### config.mk
export PLATFORM = sky130hd
export DESIGN_NAME = t16_timer
export DESIGN_NICKNAME = d
export VERILOG_FILES = /design/src/t16_prescale.v /design/src/t16_timer.v /design/src/t16_wave_out.v
export VERILOG_INCLUDE_DIRS = /design/src
export SDC_FILE = /design/constraint.sdc
export NUM_CORES = 1
export LEC_CHECK = 0
export ABC_AREA = 1
export BUFFER_PORTS_ARGS = -buffer_cell sky130_fd_sc_hd__buf_2
export CAP_MARGIN = 20
export CORE_MARGIN = 3
export CORE_UTILIZATION = 39
export CTS_CLUSTER_SIZE = 10
export DETAILED_ROUTE_END_ITERATION = 10
export SYNTH_ARGS = -nofsm -noshare
export SYNTH_HDL_FRONTEND = slang
export SYNTH_HIERARCHICAL = 1
export SYNTH_SLANG_ARGS = --single-unit
### constraint.sdc
create_clock -name i_mclk -period 4.9 [get_ports i_mclk]
set_clock_uncertainty 0.1 [all_clocks]
set_input_delay 0.735 -clock i_mclk [delete_from_list [all_inputs] [get_ports i_mclk]]
set_output_delay 0.735 -clock i_mclk [all_outputs]
set_load 0.01 [all_outputs]
### src/t16_map.vh
// Register map, field positions, mode codes and constants of the timer
`ifndef T16_MAP_VH
`define T16_MAP_VH

// Byte offsets on the APB bus
`define T16_OFF_WOC        8'h00
`define T16_OFF_TCS        8'h04
`define T16_OFF_PEN        8'h08
`define T16_OFF_CNT        8'h0C
`define T16_OFF_CMPA       8'h10
`define T16_OFF_CMPB       8'h14
`define T16_OFF_CAP        8'h18
`define T16_OFF_FLAGS      8'h1C

// Reset values
`define T16_RST_8          8'h00
`define T16_RST_16         16'h0000

// waveform_output_control fields
`define T16_WOC_CHA_HI     7
`define T16_WOC_CHA_LO     6
`define T16_WOC_CHB_HI     5
`define T16_WOC_CHB_LO     4
`define T16_WOC_RSVD_MASK  8'hF3
`define T16_WOC_WGM_HI     1
`define T16_WOC_WGM_LO     0

// timer_control_second fields
`define T16_TCS_WGM_HI     4
`define T16_TCS_WGM_LO     3
`define T16_TCS_CS_HI      2
`define T16_TCS_CS_LO      0
`define T16_TCS_MASK       8'hDF

// Flag register bits, write one to clear
`define T16_FLG_OVF        0
`define T16_FLG_MATCH_A    1
`define T16_FLG_MATCH_B    2
`define T16_FLG_CAP        3

// Waveform modes
`define T16_MODE_PFC_CAP   4'h8
`define T16_MODE_PC_CAP    4'hA
`define T16_MODE_CLR_CAP   4'hC
`define T16_MODE_RSVD      4'hD
`define T16_MODE_FAST_CAP  4'hE

// Mode classes
`define T16_CL_NONPWM      2'h0
`define T16_CL_FAST        2'h1
`define T16_CL_PC          2'h2
`define T16_CL_PFC         2'h3

// Top sources
`define T16_TOP_MAX        2'h0
`define T16_TOP_FIXED      2'h1
`define T16_TOP_CMPA       2'h2
`define T16_TOP_CAP        2'h3

// Count limits
`define T16_MAX            16'hFFFF
`define T16_BOTTOM         16'h0000
`define T16_TOP_8BIT       16'h00FF
`define T16_TOP_9BIT       16'h01FF
`define T16_TOP_10BIT      16'h03FF

// Output actions
`define T16_ACT_OFF        2'h0
`define T16_ACT_TOG        2'h1
`define T16_ACT_CLR        2'h2
`define T16_ACT_SET        2'h3

// Tick source selections
`define T16_CS_STOP        3'h0
`define T16_CS_DIV1        3'h1
`define T16_CS_DIV8        3'h2
`define T16_CS_DIV64       3'h3
`define T16_CS_DIV256      3'h4
`define T16_CS_DIV1024     3'h5
`define T16_CS_EXT_FALL    3'h6
`define T16_CS_EXT_RISE    3'h7

// Prescaler terminal counts (divide ratio minus one)
`define T16_PS_W           10
`define T16_PS_END8        10'h007
`define T16_PS_END64       10'h03F
`define T16_PS_END256      10'h0FF
`define T16_PS_END1024     10'h3FF

`endif

### src/t16_prescale.v
// Tick source: free prescaler and external pin edge detector
`timescale 1ns/1ns
module t16_prescale (
  // Clock and reset
  input  wire        i_mclk,
  input  wire        i_srst,
  // Control
  input  wire [2:0]  i_tick_source_select,
  input  wire        i_ext_clk,
  // Tick out
  output reg         o_timer_tick
);
`include "t16_map.vh"

  reg [`T16_PS_W-1:0] ps_cnt_r;
  reg                 ext_prev_r;
  wire                ext_rise;
  wire                ext_fall;

  // Shared prescaler runs freely, so a divider change is not phase aligned
  always @(posedge i_mclk) begin
    if (i_srst) begin
      ps_cnt_r   <= {`T16_PS_W{1'b0}};
      ext_prev_r <= 1'b0;
    end else begin
      ps_cnt_r   <= ps_cnt_r + 10'h001;
      ext_prev_r <= i_ext_clk;
    end
  end

  assign ext_rise = i_ext_clk & ~ext_prev_r;
  assign ext_fall = ~i_ext_clk & ext_prev_r;

  always @* begin
    case (i_tick_source_select) // RULE_18
      `T16_CS_STOP:     o_timer_tick = 1'b0;
      `T16_CS_DIV1:     o_timer_tick = 1'b1;
      `T16_CS_DIV8:
        o_timer_tick = ({7'h00, ps_cnt_r[2:0]} == `T16_PS_END8);
      `T16_CS_DIV64:
        o_timer_tick = ({4'h0, ps_cnt_r[5:0]} == `T16_PS_END64);
      `T16_CS_DIV256:
        o_timer_tick = ({2'h0, ps_cnt_r[7:0]} == `T16_PS_END256);
      `T16_CS_DIV1024:  o_timer_tick = (ps_cnt_r == `T16_PS_END1024);
      `T16_CS_EXT_FALL: o_timer_tick = ext_fall;
      `T16_CS_EXT_RISE: o_timer_tick = ext_rise;
      default:          o_timer_tick = 1'b0;
    endcase
  end

endmodule // t16_prescale

### src/t16_timer.v
// Sixteen-bit timer with waveform modes, compare outputs and APB registers
//
// The APB slave port and the register offsets were left to the implementer.
`timescale 1ns/1ns
// Functional notes
// (RULE_01) Synchronous logic; tick only enables counting events
// (RULE_02) Nonzero action connects channel output; A 7:6, B 5:4
// (RULE_03) Pin driven only with direction and enable set
// (RULE_04) Enable off or action 00: normal port
// (RULE_05) Non-PWM: 01 toggle, 10 clear, 11 set
// (RULE_06) PWM 01: toggle A if mode bit high
// (RULE_07) Fast PWM: match clear/set, top opposite
// (RULE_08) Fast PWM compare equals top: top action only
// (RULE_09) Dual slope: action flips with count direction
// (RULE_10) Control bits 3:2 reserved, no function
// (RULE_11) Four-bit mode from two registers' fields
// (RULE_12) Modes 0,4,12: immediate update, overflow at max
// (RULE_13) Modes 1-3: phase correct fixed tops
// (RULE_14) Fast PWM modes 5-7,14,15; 13 reserved
// (RULE_15) Modes 8,9: phase-frequency correct, bottom update
// (RULE_16) Modes 10,11: phase correct, top update
// (RULE_17) Capture as top disconnects capture input
// (RULE_18) Three-bit tick source select with prescaler
// (RULE_19) Flags and top detection only on ticks; the capture flag sets on any capture event, tick or not, unless capture is top
module t16_timer (
  // Clock and reset
  input  wire        i_mclk,
  input  wire        i_srst,
  // APB slave
  input  wire        i_psel,
  input  wire        i_penable,
  input  wire        i_pwrite,
  input  wire [7:0]  i_paddr,
  input  wire [31:0] i_pwdata,
  output reg  [31:0] o_prdata,
  output wire        o_pready,
  output wire        o_pslverr,
  // Port pins, A on 3:0 and B on 7:4
  input  wire [7:0]  i_port_out,
  input  wire [7:0]  i_port_dir,
  output wire [7:0]  o_pin_out,
  output wire [7:0]  o_pin_oe,
  // External tick and capture source
  input  wire        i_ext_clk,
  input  wire        i_capture_evt,
  input  wire [15:0] i_capture_val,
  // Status
  output wire        o_timer_tick,
  output wire        o_capture_pin_off,
  output wire        o_overflow_flag,
  output wire [1:0]  o_match_flags,
  output wire        o_capture_flag
);
`include "t16_map.vh"

  // Mode class of a waveform mode
  function [1:0] mode_class;
    input [3:0] m;
    begin
      case (m) // RULE_11
        4'h1, 4'h2, 4'h3, 4'hA, 4'hB: mode_class = `T16_CL_PC;
        4'h5, 4'h6, 4'h7, 4'hE, 4'hF: mode_class = `T16_CL_FAST;
        4'h8, 4'h9:                   mode_class = `T16_CL_PFC;
        default:                      mode_class = `T16_CL_NONPWM;
      endcase
    end
  endfunction

  // Top source of a waveform mode
  function [1:0] top_source;
    input [3:0] m;
    begin
      case (m)
        4'h1, 4'h2, 4'h3, 4'h5, 4'h6, 4'h7: top_source = `T16_TOP_FIXED;
        4'h4, 4'h9, 4'hB, 4'hF:             top_source = `T16_TOP_CMPA;
        4'h8, 4'hA, 4'hC, 4'hE:             top_source = `T16_TOP_CAP;
        default:                            top_source = `T16_TOP_MAX;
      endcase
    end
  endfunction

  // Registers
  reg  [7:0]  woc_r;
  reg  [7:0]  tcs_r;
  reg  [7:0]  pen_r;
  reg  [15:0] cnt_r;
  reg  [15:0] cnt_nxt;
  reg         down_r;
  reg         down_nxt;
  reg  [15:0] cmpa_r;
  reg  [15:0] cmpb_r;
  reg  [15:0] cmpa_buf_r;
  reg  [15:0] cmpb_buf_r;
  reg  [15:0] cap_r;
  reg  [3:0]  flags_r;
  reg         blk_r;

  // Decoded state
  wire [3:0]  mode;
  wire [1:0]  mclass;
  wire [1:0]  tsrc;
  reg  [15:0] top;
  wire        tick;
  wire        at_top;
  wire        at_bottom;
  wire        cap_is_top;
  reg         ovf_evt;
  reg         load_evt;
  reg         top_evt;
  wire [1:0]  match_evt;
  wire [1:0]  cmp_is_top;
  wire [1:0]  connect;
  wire [1:0]  wave;
  wire [1:0]  action [0:1];

  // Bus decode
  wire        setup;
  wire        access;
  wire        wr;
  reg         mapped;
  reg  [31:0] rd_mux;

  assign mode = {tcs_r[`T16_TCS_WGM_HI:`T16_TCS_WGM_LO],
                 woc_r[`T16_WOC_WGM_HI:`T16_WOC_WGM_LO]}; // RULE_11
  assign mclass = mode_class(mode);
  assign tsrc   = top_source(mode);

  always @* begin
    case (tsrc)
      `T16_TOP_FIXED: begin
        case (woc_r[`T16_WOC_WGM_HI:`T16_WOC_WGM_LO]) // RULE_13 RULE_14
          2'h1:    top = `T16_TOP_8BIT;
          2'h2:    top = `T16_TOP_9BIT;
          default: top = `T16_TOP_10BIT;
        endcase
      end
      `T16_TOP_CMPA: top = cmpa_r; // RULE_12 RULE_15 RULE_16
      `T16_TOP_CAP:  top = cap_r;
      default:       top = `T16_MAX; // RULE_12
    endcase
  end

  assign cap_is_top        = (tsrc == `T16_TOP_CAP);
  assign o_capture_pin_off = cap_is_top; // RULE_17
  assign at_top            = (cnt_r == top);
  assign at_bottom         = (cnt_r == `T16_BOTTOM);

  t16_prescale u_prescale (
    .i_mclk               (i_mclk),
    .i_srst               (i_srst),
    .i_tick_source_select (tcs_r[`T16_TCS_CS_HI:`T16_TCS_CS_LO]),
    .i_ext_clk            (i_ext_clk),
    .o_timer_tick         (tick)
  );
  assign o_timer_tick = tick;

  assign setup  = i_psel & ~i_penable;
  assign access = i_psel & i_penable;
  assign wr     = access & i_pwrite & mapped;

  // Count sequence, events gated by the tick
  always @* begin
    cnt_nxt  = cnt_r;
    down_nxt = down_r;
    ovf_evt  = 1'b0;
    load_evt = 1'b0;
    top_evt  = 1'b0;
    if (tick) begin // RULE_01 RULE_19
      top_evt = at_top;
      case (mclass)
        `T16_CL_NONPWM: begin
          cnt_nxt = at_top ? `T16_BOTTOM : cnt_r + 16'h0001;
          ovf_evt = (cnt_r == `T16_MAX); // RULE_12
        end
        `T16_CL_FAST: begin
          cnt_nxt  = at_top ? `T16_BOTTOM : cnt_r + 16'h0001;
          ovf_evt  = at_top; // RULE_14
          load_evt = at_top;
        end
        default: begin
          if (!down_r) begin
            down_nxt = at_top;
            cnt_nxt  = at_top ? cnt_r - 16'h0001 : cnt_r + 16'h0001;
          end else begin
            down_nxt = ~at_bottom;
            cnt_nxt  = at_bottom ? cnt_r + 16'h0001 : cnt_r - 16'h0001;
          end
          ovf_evt = at_bottom; // RULE_13 RULE_15 RULE_16
          if (mclass == `T16_CL_PFC)
            load_evt = at_bottom; // RULE_15
          else
            load_evt = at_top; // RULE_13 RULE_16
        end
      endcase
    end
    if (wr && (i_paddr == `T16_OFF_CNT)) begin
      cnt_nxt = i_pwdata[15:0];
    end
  end

  // A written count suppresses the match at the next tick
  assign match_evt[0] = tick & ~blk_r & (cnt_r == cmpa_r); // RULE_19
  assign match_evt[1] = tick & ~blk_r & (cnt_r == cmpb_r); // RULE_19
  assign cmp_is_top[0] = (cmpa_r == top);
  assign cmp_is_top[1] = (cmpb_r == top);
  assign action[0] = woc_r[`T16_WOC_CHA_HI:`T16_WOC_CHA_LO]; // RULE_02
  assign action[1] = woc_r[`T16_WOC_CHB_HI:`T16_WOC_CHB_LO]; // RULE_02

  genvar ch;
  genvar pn;
  generate
    for (ch = 0; ch < 2; ch = ch + 1) begin : g_chan
      t16_wave_out #(
        .IS_A (ch == 0)
      ) u_wave (
        .i_mclk       (i_mclk),
        .i_srst       (i_srst),
        .i_match      (match_evt[ch]),
        .i_top_evt    (top_evt),
        .i_cnt_down   (down_r),
        .i_cmp_is_top (cmp_is_top[ch]),
        .i_class      (mclass),
        .i_action     (action[ch]),
        .i_mode_hi    (mode[3]),
        .o_wave       (wave[ch]),
        .o_connect    (connect[ch])
      );
    end
    for (pn = 0; pn < 8; pn = pn + 1) begin : g_pin
      // Override only where the pin enable is set too
      assign o_pin_out[pn] = (connect[pn/4] & pen_r[pn]) ?
                             wave[pn/4] : i_port_out[pn]; // RULE_02 RULE_04
      assign o_pin_oe[pn]  = i_port_dir[pn]; // RULE_03
    end
  endgenerate

  // Register file and counter state
  always @(posedge i_mclk) begin
    if (i_srst) begin
      woc_r      <= `T16_RST_8;
      tcs_r      <= `T16_RST_8;
      pen_r      <= `T16_RST_8;
      cnt_r      <= `T16_RST_16;
      down_r     <= 1'b0;
      cmpa_r     <= `T16_RST_16;
      cmpb_r     <= `T16_RST_16;
      cmpa_buf_r <= `T16_RST_16;
      cmpb_buf_r <= `T16_RST_16;
      cap_r      <= `T16_RST_16;
      flags_r    <= 4'h0;
      blk_r      <= 1'b0;
    end else begin
      cnt_r  <= cnt_nxt;
      down_r <= down_nxt;
      if (wr && (i_paddr == `T16_OFF_CNT))
        blk_r <= 1'b1;
      else if (tick)
        blk_r <= 1'b0;
      if (wr) begin
        case (i_paddr)
          `T16_OFF_WOC: woc_r <= i_pwdata[7:0] & `T16_WOC_RSVD_MASK; // RULE_10
          `T16_OFF_TCS: tcs_r <= i_pwdata[7:0] & `T16_TCS_MASK;
          `T16_OFF_PEN: pen_r <= i_pwdata[7:0];
          `T16_OFF_CMPA: cmpa_buf_r <= i_pwdata[15:0];
          `T16_OFF_CMPB: cmpb_buf_r <= i_pwdata[15:0];
          `T16_OFF_CAP: cap_r <= i_pwdata[15:0];
          default: ;
        endcase
      end else if (i_capture_evt && !cap_is_top) begin
        cap_r <= i_capture_val; // RULE_17
      end
      // Double buffering only in PWM classes
      if (mclass == `T16_CL_NONPWM) begin
        cmpa_r <= cmpa_buf_r; // RULE_12
        cmpb_r <= cmpb_buf_r;
      end else if (load_evt) begin
        cmpa_r <= cmpa_buf_r; // RULE_13 RULE_14 RULE_15 RULE_16
        cmpb_r <= cmpb_buf_r;
      end
      // Hardware set wins over a same-cycle clear
      if (wr && (i_paddr == `T16_OFF_FLAGS))
        flags_r <= flags_r & ~i_pwdata[3:0];
      if (ovf_evt)
        flags_r[`T16_FLG_OVF] <= 1'b1; // RULE_19
      if (match_evt[0])
        flags_r[`T16_FLG_MATCH_A] <= 1'b1; // RULE_19
      if (match_evt[1])
        flags_r[`T16_FLG_MATCH_B] <= 1'b1; // RULE_19
      if ((cap_is_top && top_evt) || (i_capture_evt && !cap_is_top))
        flags_r[`T16_FLG_CAP] <= 1'b1;
    end
  end

  // Read mux
  always @* begin
    mapped = 1'b1;
    rd_mux = 32'h00000000;
    case (i_paddr)
      `T16_OFF_WOC:   rd_mux[7:0]  = woc_r;
      `T16_OFF_TCS:   rd_mux[7:0]  = tcs_r;
      `T16_OFF_PEN:   rd_mux[7:0]  = pen_r;
      `T16_OFF_CNT:   rd_mux[15:0] = cnt_r;
      `T16_OFF_CMPA:  rd_mux[15:0] = cmpa_buf_r;
      `T16_OFF_CMPB:  rd_mux[15:0] = cmpb_buf_r;
      `T16_OFF_CAP:   rd_mux[15:0] = cap_r;
      `T16_OFF_FLAGS: rd_mux[3:0]  = flags_r;
      default:        mapped = 1'b0;
    endcase
  end

  // Read data is captured in the setup cycle, valid through access
  always @(posedge i_mclk) begin
    if (i_srst)
      o_prdata <= 32'h00000000;
    else if (setup)
      o_prdata <= i_pwrite ? 32'h00000000 : rd_mux;
  end

  assign o_pready  = access;
  assign o_pslverr = access & ~mapped;

  assign o_overflow_flag = flags_r[`T16_FLG_OVF];
  assign o_match_flags   = flags_r[`T16_FLG_MATCH_B:`T16_FLG_MATCH_A];
  assign o_capture_flag  = flags_r[`T16_FLG_CAP];

endmodule // t16_timer

### src/t16_wave_out.v
// One compare channel's waveform generator and pin connect decision
`timescale 1ns/1ns
module t16_wave_out #(
  parameter IS_A = 1
) (
  // Clock and reset
  input  wire        i_mclk,
  input  wire        i_srst,
  // Qualified events
  input  wire        i_match,
  input  wire        i_top_evt,
  input  wire        i_cnt_down,
  input  wire        i_cmp_is_top,
  // Configuration
  input  wire [1:0]  i_class,
  input  wire [1:0]  i_action,
  input  wire        i_mode_hi,
  // Result
  output reg         o_wave,
  output reg         o_connect
);
`include "t16_map.vh"

  wire pwm;
  wire tog_ok;

  assign pwm    = (i_class != `T16_CL_NONPWM);
  // Toggle in PWM only on channel A with the top mode bit set
  assign tog_ok = (IS_A != 0) & i_mode_hi; // RULE_06

  always @* begin
    if (i_action == `T16_ACT_OFF)
      o_connect = 1'b0; // RULE_04
    else if (pwm && (i_action == `T16_ACT_TOG))
      o_connect = tog_ok; // RULE_06
    else
      o_connect = 1'b1; // RULE_02
  end

  always @(posedge i_mclk) begin
    if (i_srst) begin
      o_wave <= 1'b0;
    end else begin
      case (i_class)
        `T16_CL_NONPWM: begin
          if (i_match) begin
            case (i_action) // RULE_05
              `T16_ACT_TOG: o_wave <= ~o_wave;
              `T16_ACT_CLR: o_wave <= 1'b0;
              `T16_ACT_SET: o_wave <= 1'b1;
              default:      o_wave <= o_wave;
            endcase
          end
        end
        `T16_CL_FAST: begin
          if (i_action == `T16_ACT_TOG) begin
            if (i_match && tog_ok)
              o_wave <= ~o_wave; // RULE_06
          end else if (i_action[1]) begin
            // Clear action sets at top and clears on match; set reverses
            if (i_top_evt)
              o_wave <= ~i_action[0]; // RULE_07
            else if (i_match && !i_cmp_is_top) // RULE_08
              o_wave <= i_action[0]; // RULE_07
          end
        end
        default: begin
          if (i_action == `T16_ACT_TOG) begin
            if (i_match && tog_ok)
              o_wave <= ~o_wave; // RULE_06
          end else if (i_action[1] && i_match) begin
            // Up: CLR drives low, SET high; down reverses
            o_wave <= i_action[0] ^ i_cnt_down; // RULE_09
          end
        end
      endcase
    end
  end

endmodule // t16_wave_out

# After elaboration in Yosys (flattened, before gate mapping)
# Memory sizes are Yosys's and may differ from the RTL's.
# Index checks and enable logic that the tools add are counted.
dict set report word_totals {
  regBits 168
  mem_bits_ro 64
  output_inout_bits 56
  n_memories 2
}
# name depth word_bits rd rd_clocked_by_memory_dff wr line_no
set mem_list {}
lappend mem_list {{(no name shown)} 16 2 1 0 0 t16_timer.v:73} ;# case (m)
lappend mem_list {{(no name shown)} 16 2 1 0 0 t16_timer.v:60} ;# case (m)
dict set report op_classes {
  n_addsub 3
  eq_ne 48
  n_mux 67
  n_bitwise 33
  n_reduce_logical 42
}
# cell count
set op_table {}
lappend op_table {{16-bit two-way mux} 15}
lappend op_table {{16-bit equality test} 5}
lappend op_table {{16-bit case mux with 3 select lines} 1}
lappend op_table {{1-bit two-way mux} 39}
lappend op_table {{8-bit by 5-bit equality test with 1-bit output (second input constant)} 4}
lappend op_table {{4-bit case mux with 8 select lines} 1}
lappend op_table {{8-bit case mux with 4 select lines} 1}
lappend op_table {{4-bit case mux with 7 select lines} 1}
lappend op_table {{10-bit case mux with 2 select lines} 1}
lappend op_table {{1-bit AND} 18}
lappend op_table {{16-bit by 1-bit adder with 16-bit output (second input constant)} 1}
lappend op_table {{16-bit equality test (second input constant)} 1}
lappend op_table {{2-bit equality test (second input constant)} 8}
lappend op_table {{8-bit by 4-bit equality test with 1-bit output (second input constant)} 2}
lappend op_table {{16-bit zero test} 1}
lappend op_table {{2-bit nonzero test} 8}
lappend op_table {{16-bit by 1-bit subtractor with 16-bit output (second input constant)} 1}
lappend op_table {{3-bit equality test (second input constant)} 5}
lappend op_table {{2-bit AND reduction} 7}
lappend op_table {{1-bit logical AND} 11}
lappend op_table {{1-bit NOT} 11}
lappend op_table {{10-bit by 1-bit adder with 10-bit output (second input constant)} 1}
lappend op_table {{10-bit equality test (second input constant)} 1}
lappend op_table {{2-bit by 1-bit equality test with 1-bit output (second input constant)} 5}
lappend op_table {{28 further kinds} 44}

# Longest topological paths before layout
dict set report logic_depth {
  depth_word 11
  mapped_depth 23
}

# Modules after synthesis
# The synthesis kept the hierarchy.
# module n_inst cells_per_inst area_each_um2 seq_area_each_um2
set by_module_without_submodules {}
lappend by_module_without_submodules {t16_timer 1 1407 8961.1 2782.7}
lappend by_module_without_submodules {t16_prescale 1 75 533.0 220.2}
lappend by_module_without_submodules {{t16_wave_out (g_chan[0].u_wave)} 1 46 203.9 20.0}
lappend by_module_without_submodules {{t16_wave_out (g_chan[1].u_wave)} 1 32 145.1 20.0}

# Worst setup path before layout
# No wires, ideal clock.
dict set report synth_timing {
  path_type {register to output}
  from {register woc_r[0]}
  to {output port o_pin_out[0]}
  arrival_time_ps 2192
  required_time_ps 4065
  setup_slack_ps 1873
  stages_incl_launch_ff 12
  path_cell_list {dfxtp_1 -> inv_1 -> ha_1 -> nand2_1 -> nand2_1 -> inv_1 -> clkbuf_1 -> nor2_1 -> nor3_1 -> a21oi_1 -> clkbuf_1 -> a31oi_1}
}
dict set report synth_via {
  elab_chain_cells 7
}
# item line_no
set synth_rtl {}
lappend synth_rtl {{from (decl)} t16_timer.v:83} ;# reg [7:0] woc_r;
lappend synth_rtl {{from (signal assigned)} t16_timer.v:240} ;# woc_r <= `T16_RST_8;
lappend synth_rtl {{from (signal assigned)} t16_timer.v:261} ;# `T16_OFF_WOC: woc_r <= i_pwdata[7:0] & `T16_WOC_RSVD_MASK;
lappend synth_rtl {{memory read 16 x 2 bit} -}
lappend synth_rtl {{net mclass[1]} t16_timer.v:100} ;# wire [1:0] mclass;
lappend synth_rtl {{2-bit nonzero test (no line)} -}
lappend synth_rtl {{1-bit logical AND} t16_wave_out.v:34} ;# else if (pwm && (i_action == `T16_ACT_TOG))
lappend synth_rtl {{1-bit two-way mux} t16_wave_out.v:34}
lappend synth_rtl {{1-bit two-way mux} t16_wave_out.v:32} ;# if (i_action == `T16_ACT_OFF)
lappend synth_rtl {{net connect[0]} t16_timer.v:112} ;# wire [1:0] connect;
lappend synth_rtl {{1-bit AND} t16_timer.v:231} ;# assign o_pin_out[pn] = (connect[pn/4] & pen_r[pn]) ?
lappend synth_rtl {{1-bit two-way mux} t16_timer.v:231}
lappend synth_rtl {{to (decl)} t16_timer.v:41} ;# output wire [7:0] o_pin_out,
# The timed path passes the listed nets, and every way through them passes these cells.

# Worst setup path in the final report
dict set report layout_timing {
  from {register woc_r[1]}
  to {output port o_pin_out[0]}
}
# The elaborated chain is that of the path after synthesis.

==> reports/metrics.csv <==
metric;value;unit
Post-Place Cells;1907;
#FFs+latches synth;152;
Wirelength per Cell;19.4;um
maximum vdd ir drop;0.000185;V
DIE HEIGHT;165;um
Detail Route Antenna Nets;0;
detailed-route wire length;37600;um
post-DP HPWL;28300;um
total iterations of the first detailed-routing run;7;
H-Tree Depth;4;
HP Start;tcs_r[7]$_SDFFE_PP0P_;
gpl congestion;0.963;
Max Cap Viol;0;
Placement Rows;57;
R2R Path Start;woc_r[1]$_SDFFE_PP0P_;
Synth Warn #;6;
worst hold slack;0.361;ns
Critical Path RT;4.07;ns
sequential cell area;3040;um2
core area;24500;um2
Reg clk slew, reported paths;0.08;ns
initial antenna violation count;0;
Tcrit/Tclk final;85.1;%
CP top delay family;compound AO/OA/AOI/OAI gates;
Layout Cells excl Fill;1939;
Core Util, Final;44.7;%
Fin. Hold Viols;0;
ys flop type;dfxtp_1;
Post-synth EDFFs;0;
clk sink count;152;
syn avg cell area;6.31;um2
multi-input logic area;5670;um2
critical setup path kind;flip-flop to primary output;
Yosys top cell by area;dfxtp_1;
main area contributors after synthesis;dfxtp_1 31%, nand2_1 15%, a21oi_1 7.7%;
Rel. slew slack;30.9;%
first-pass GRT wire length;57100;um
fill cell count;2617;
Critical Path AT;3.33;ns
Async S/R FF share, synth;0;%
Critical Path Most Common Cell;a21oi_1;
WP buf/inv;4;
Post-CTS Setup Repair Bufs;0;
share of layout cells above drive strength 1;10.7;%
Inserted Diodes;0;
final setup violation count;0;
CP Launch Point;woc_r[1]$_SDFFE_PP0P_;
Critical Path End Type;primary output;
run status;finished clean;
initial core utilization;40.1;%
global route overflow;0;
Hold Path Class;flip-flop to flip-flop;
synth cell count leaders;393 x nand2_1, 174 x inv_1, 152 x dfxtp_1;
Worst-Margin Slew;1.04;ns
leakage;4.53;nW
Final min period;4.17;ns
vias in the first global route;9713;
starting DRC count in detailed routing;1111;
setup_tns;0;ns
RSZ-0062 raised after global routing;no;
PwrDens;256;nW/um2
worst-path fanout max;13;
Synth Cell Area;9840;um2
Max Buffers Root-to-Sink;2;
largest net degree at the start of global routing;65;
Die ar.;27200;um2
vias per inst;5.54;
DIE WIDTH;165;um
Synth Instances;1560;
Total GRT Usage;27.6;%
clk_lat worst skew;0.44;ns
CTS tree;built;
DRC viols;0;
fmax;240;MHz
Netlist cell types;47;
Resize count post-CTS;0;
Max stage delay cell, worst path;a21oi_1;
area grow syn2layout;11.5;%
via count;10700;
Yosys top cell area share;30.9;%
cts bufs inserted;17;
Slew Viols, Final;0;
most common cell in the synthesized netlist;nand2_1;
Final #Nets;1690;
critical path cell sequence;inv_1, ha_1, nand2_1, nand2_1, inv_1, nor2_1, a21oi_1, buf_4, nor2_1, nor3_1, a21oi_1, a21oi_1, a31oi_1, buf_2;
hold buffers post-CTS;0;
clk root buf;clkbuf_16;
I/O pins;135;
Port Buf Inserts;86;
post-synthesis sequential area ratio;30.9;%
slowest stage delay, CP;0.49;ns
Startpoint Class;flip-flop;
layer usage:
layer	GRT usage, %	up-vias	routed length (um)
met3	5.94	65	3250
met2	41.8	485	16400
li1	-	5215	-
met1	38.4	4981	16700
met4	10.4	0	1220
met5	0	-	0
through the flow:
step	total power, mW	cell area (um2)	setup slack, ns
floorplan	1.37	9900	1.87
global placement	1.42	10400	1.13
detailed placement	1.42	10400	1.10
CTS	2.81	11000	0.756
global route	2.87	11000	0.372
finish	2.81	11000	0.732
cells by family (layout without fill, tap and decap cells):
group	after synthesis	in the layout	synth area share, %
DFF	152	152	30.9
adders and majority gates	9	9	1.14
AOI/OAI and AO/OA	340	340	19.7
buffers and inverters	281	321	12.0
xor gates and xnor gates	50	50	4.45
other	1	16	0.0381
and+or+nand+nor	727	727	31.8
layout make-up:
cell class	count	share of cell area, %
sequential	152	27.7
clock inverter	14	1.66
tap	324	3.69
multi-input combinational	1142	51.7
timing repair buffer	100	4.88
inverter	189	6.46
clock buffer	18	3.91
report_power, final:
group	leakage, nW	internal (mW)	total, mW	switching (mW)
clock	0.292	0.776	1.41	0.635
sequential	1.23	1.25	1.26	0.0115
combinational	3.01	0.0423	0.135	0.0931
worst paths after layout:
path,cells past startpoint,slack (ns),end
worst min register to register,2,0.36,tcs_r[7]$_SDFFE_PP0P_
worst max register to register,19,1.04,g_chan[1].u_wave/o_wave$_SDFFE_PP0P_
worst max-delay path,14,0.73,o_pin_out[0]
worst min-delay path,2,0.36,tcs_r[7]$_SDFFE_PP0P_
cell usage in the layout (no fill, tap or decap), drive strengths merged, types with 3 or more instances in the layout:
| cell | count |
|---|---|
| inv | 189 |
| o21ai | 82 |
| a21oi | 151 |
| nand4 | 18 |
| nand3 | 140 |
| o22ai | 42 |
| a221oi | 14 |
| o221ai | 3 |
| clkbuf | 18 |
| ha | 9 |
| a31oi | 26 |
| conb | 16 |
| nor3 | 18 |
| clkinv | 10 |
| nand2 | 404 |
| buf | 100 |
| nor2 | 135 |
| a211oi | 3 |
| dfxtp | 152 |
| xor2 | 48 |
| o2111ai | 8 |
| nor4 | 6 |
sequential cells by signal (all words and copies together), names as in the netlist:
| name | count |
|---|---|
| flags_r | 4 |
| cmpa_buf_r | 16 |
| cnt_r | 16 |
| cap_r | 16 |
| pen_r | 8 |
| blk_r | 1 |
| g_chan.u_wave/o_wave | 2 |
| down_r | 1 |
| u_prescale/ext_prev_r | 1 |
| u_prescale/ps_cnt_r | 10 |
| o_prdata | 16 |
| cmpb_r | 16 |
| tcs_r | 7 |
| woc_r | 6 |
| cmpa_r | 16 |
| cmpb_buf_r | 16 |
tightest hold or removal path: stages (launching register included):
cell and delay, ns:
dfxtp_1 0.30, inv_1 0.06, a21oi_1 0.06
(Power assumes the default switching activity.)
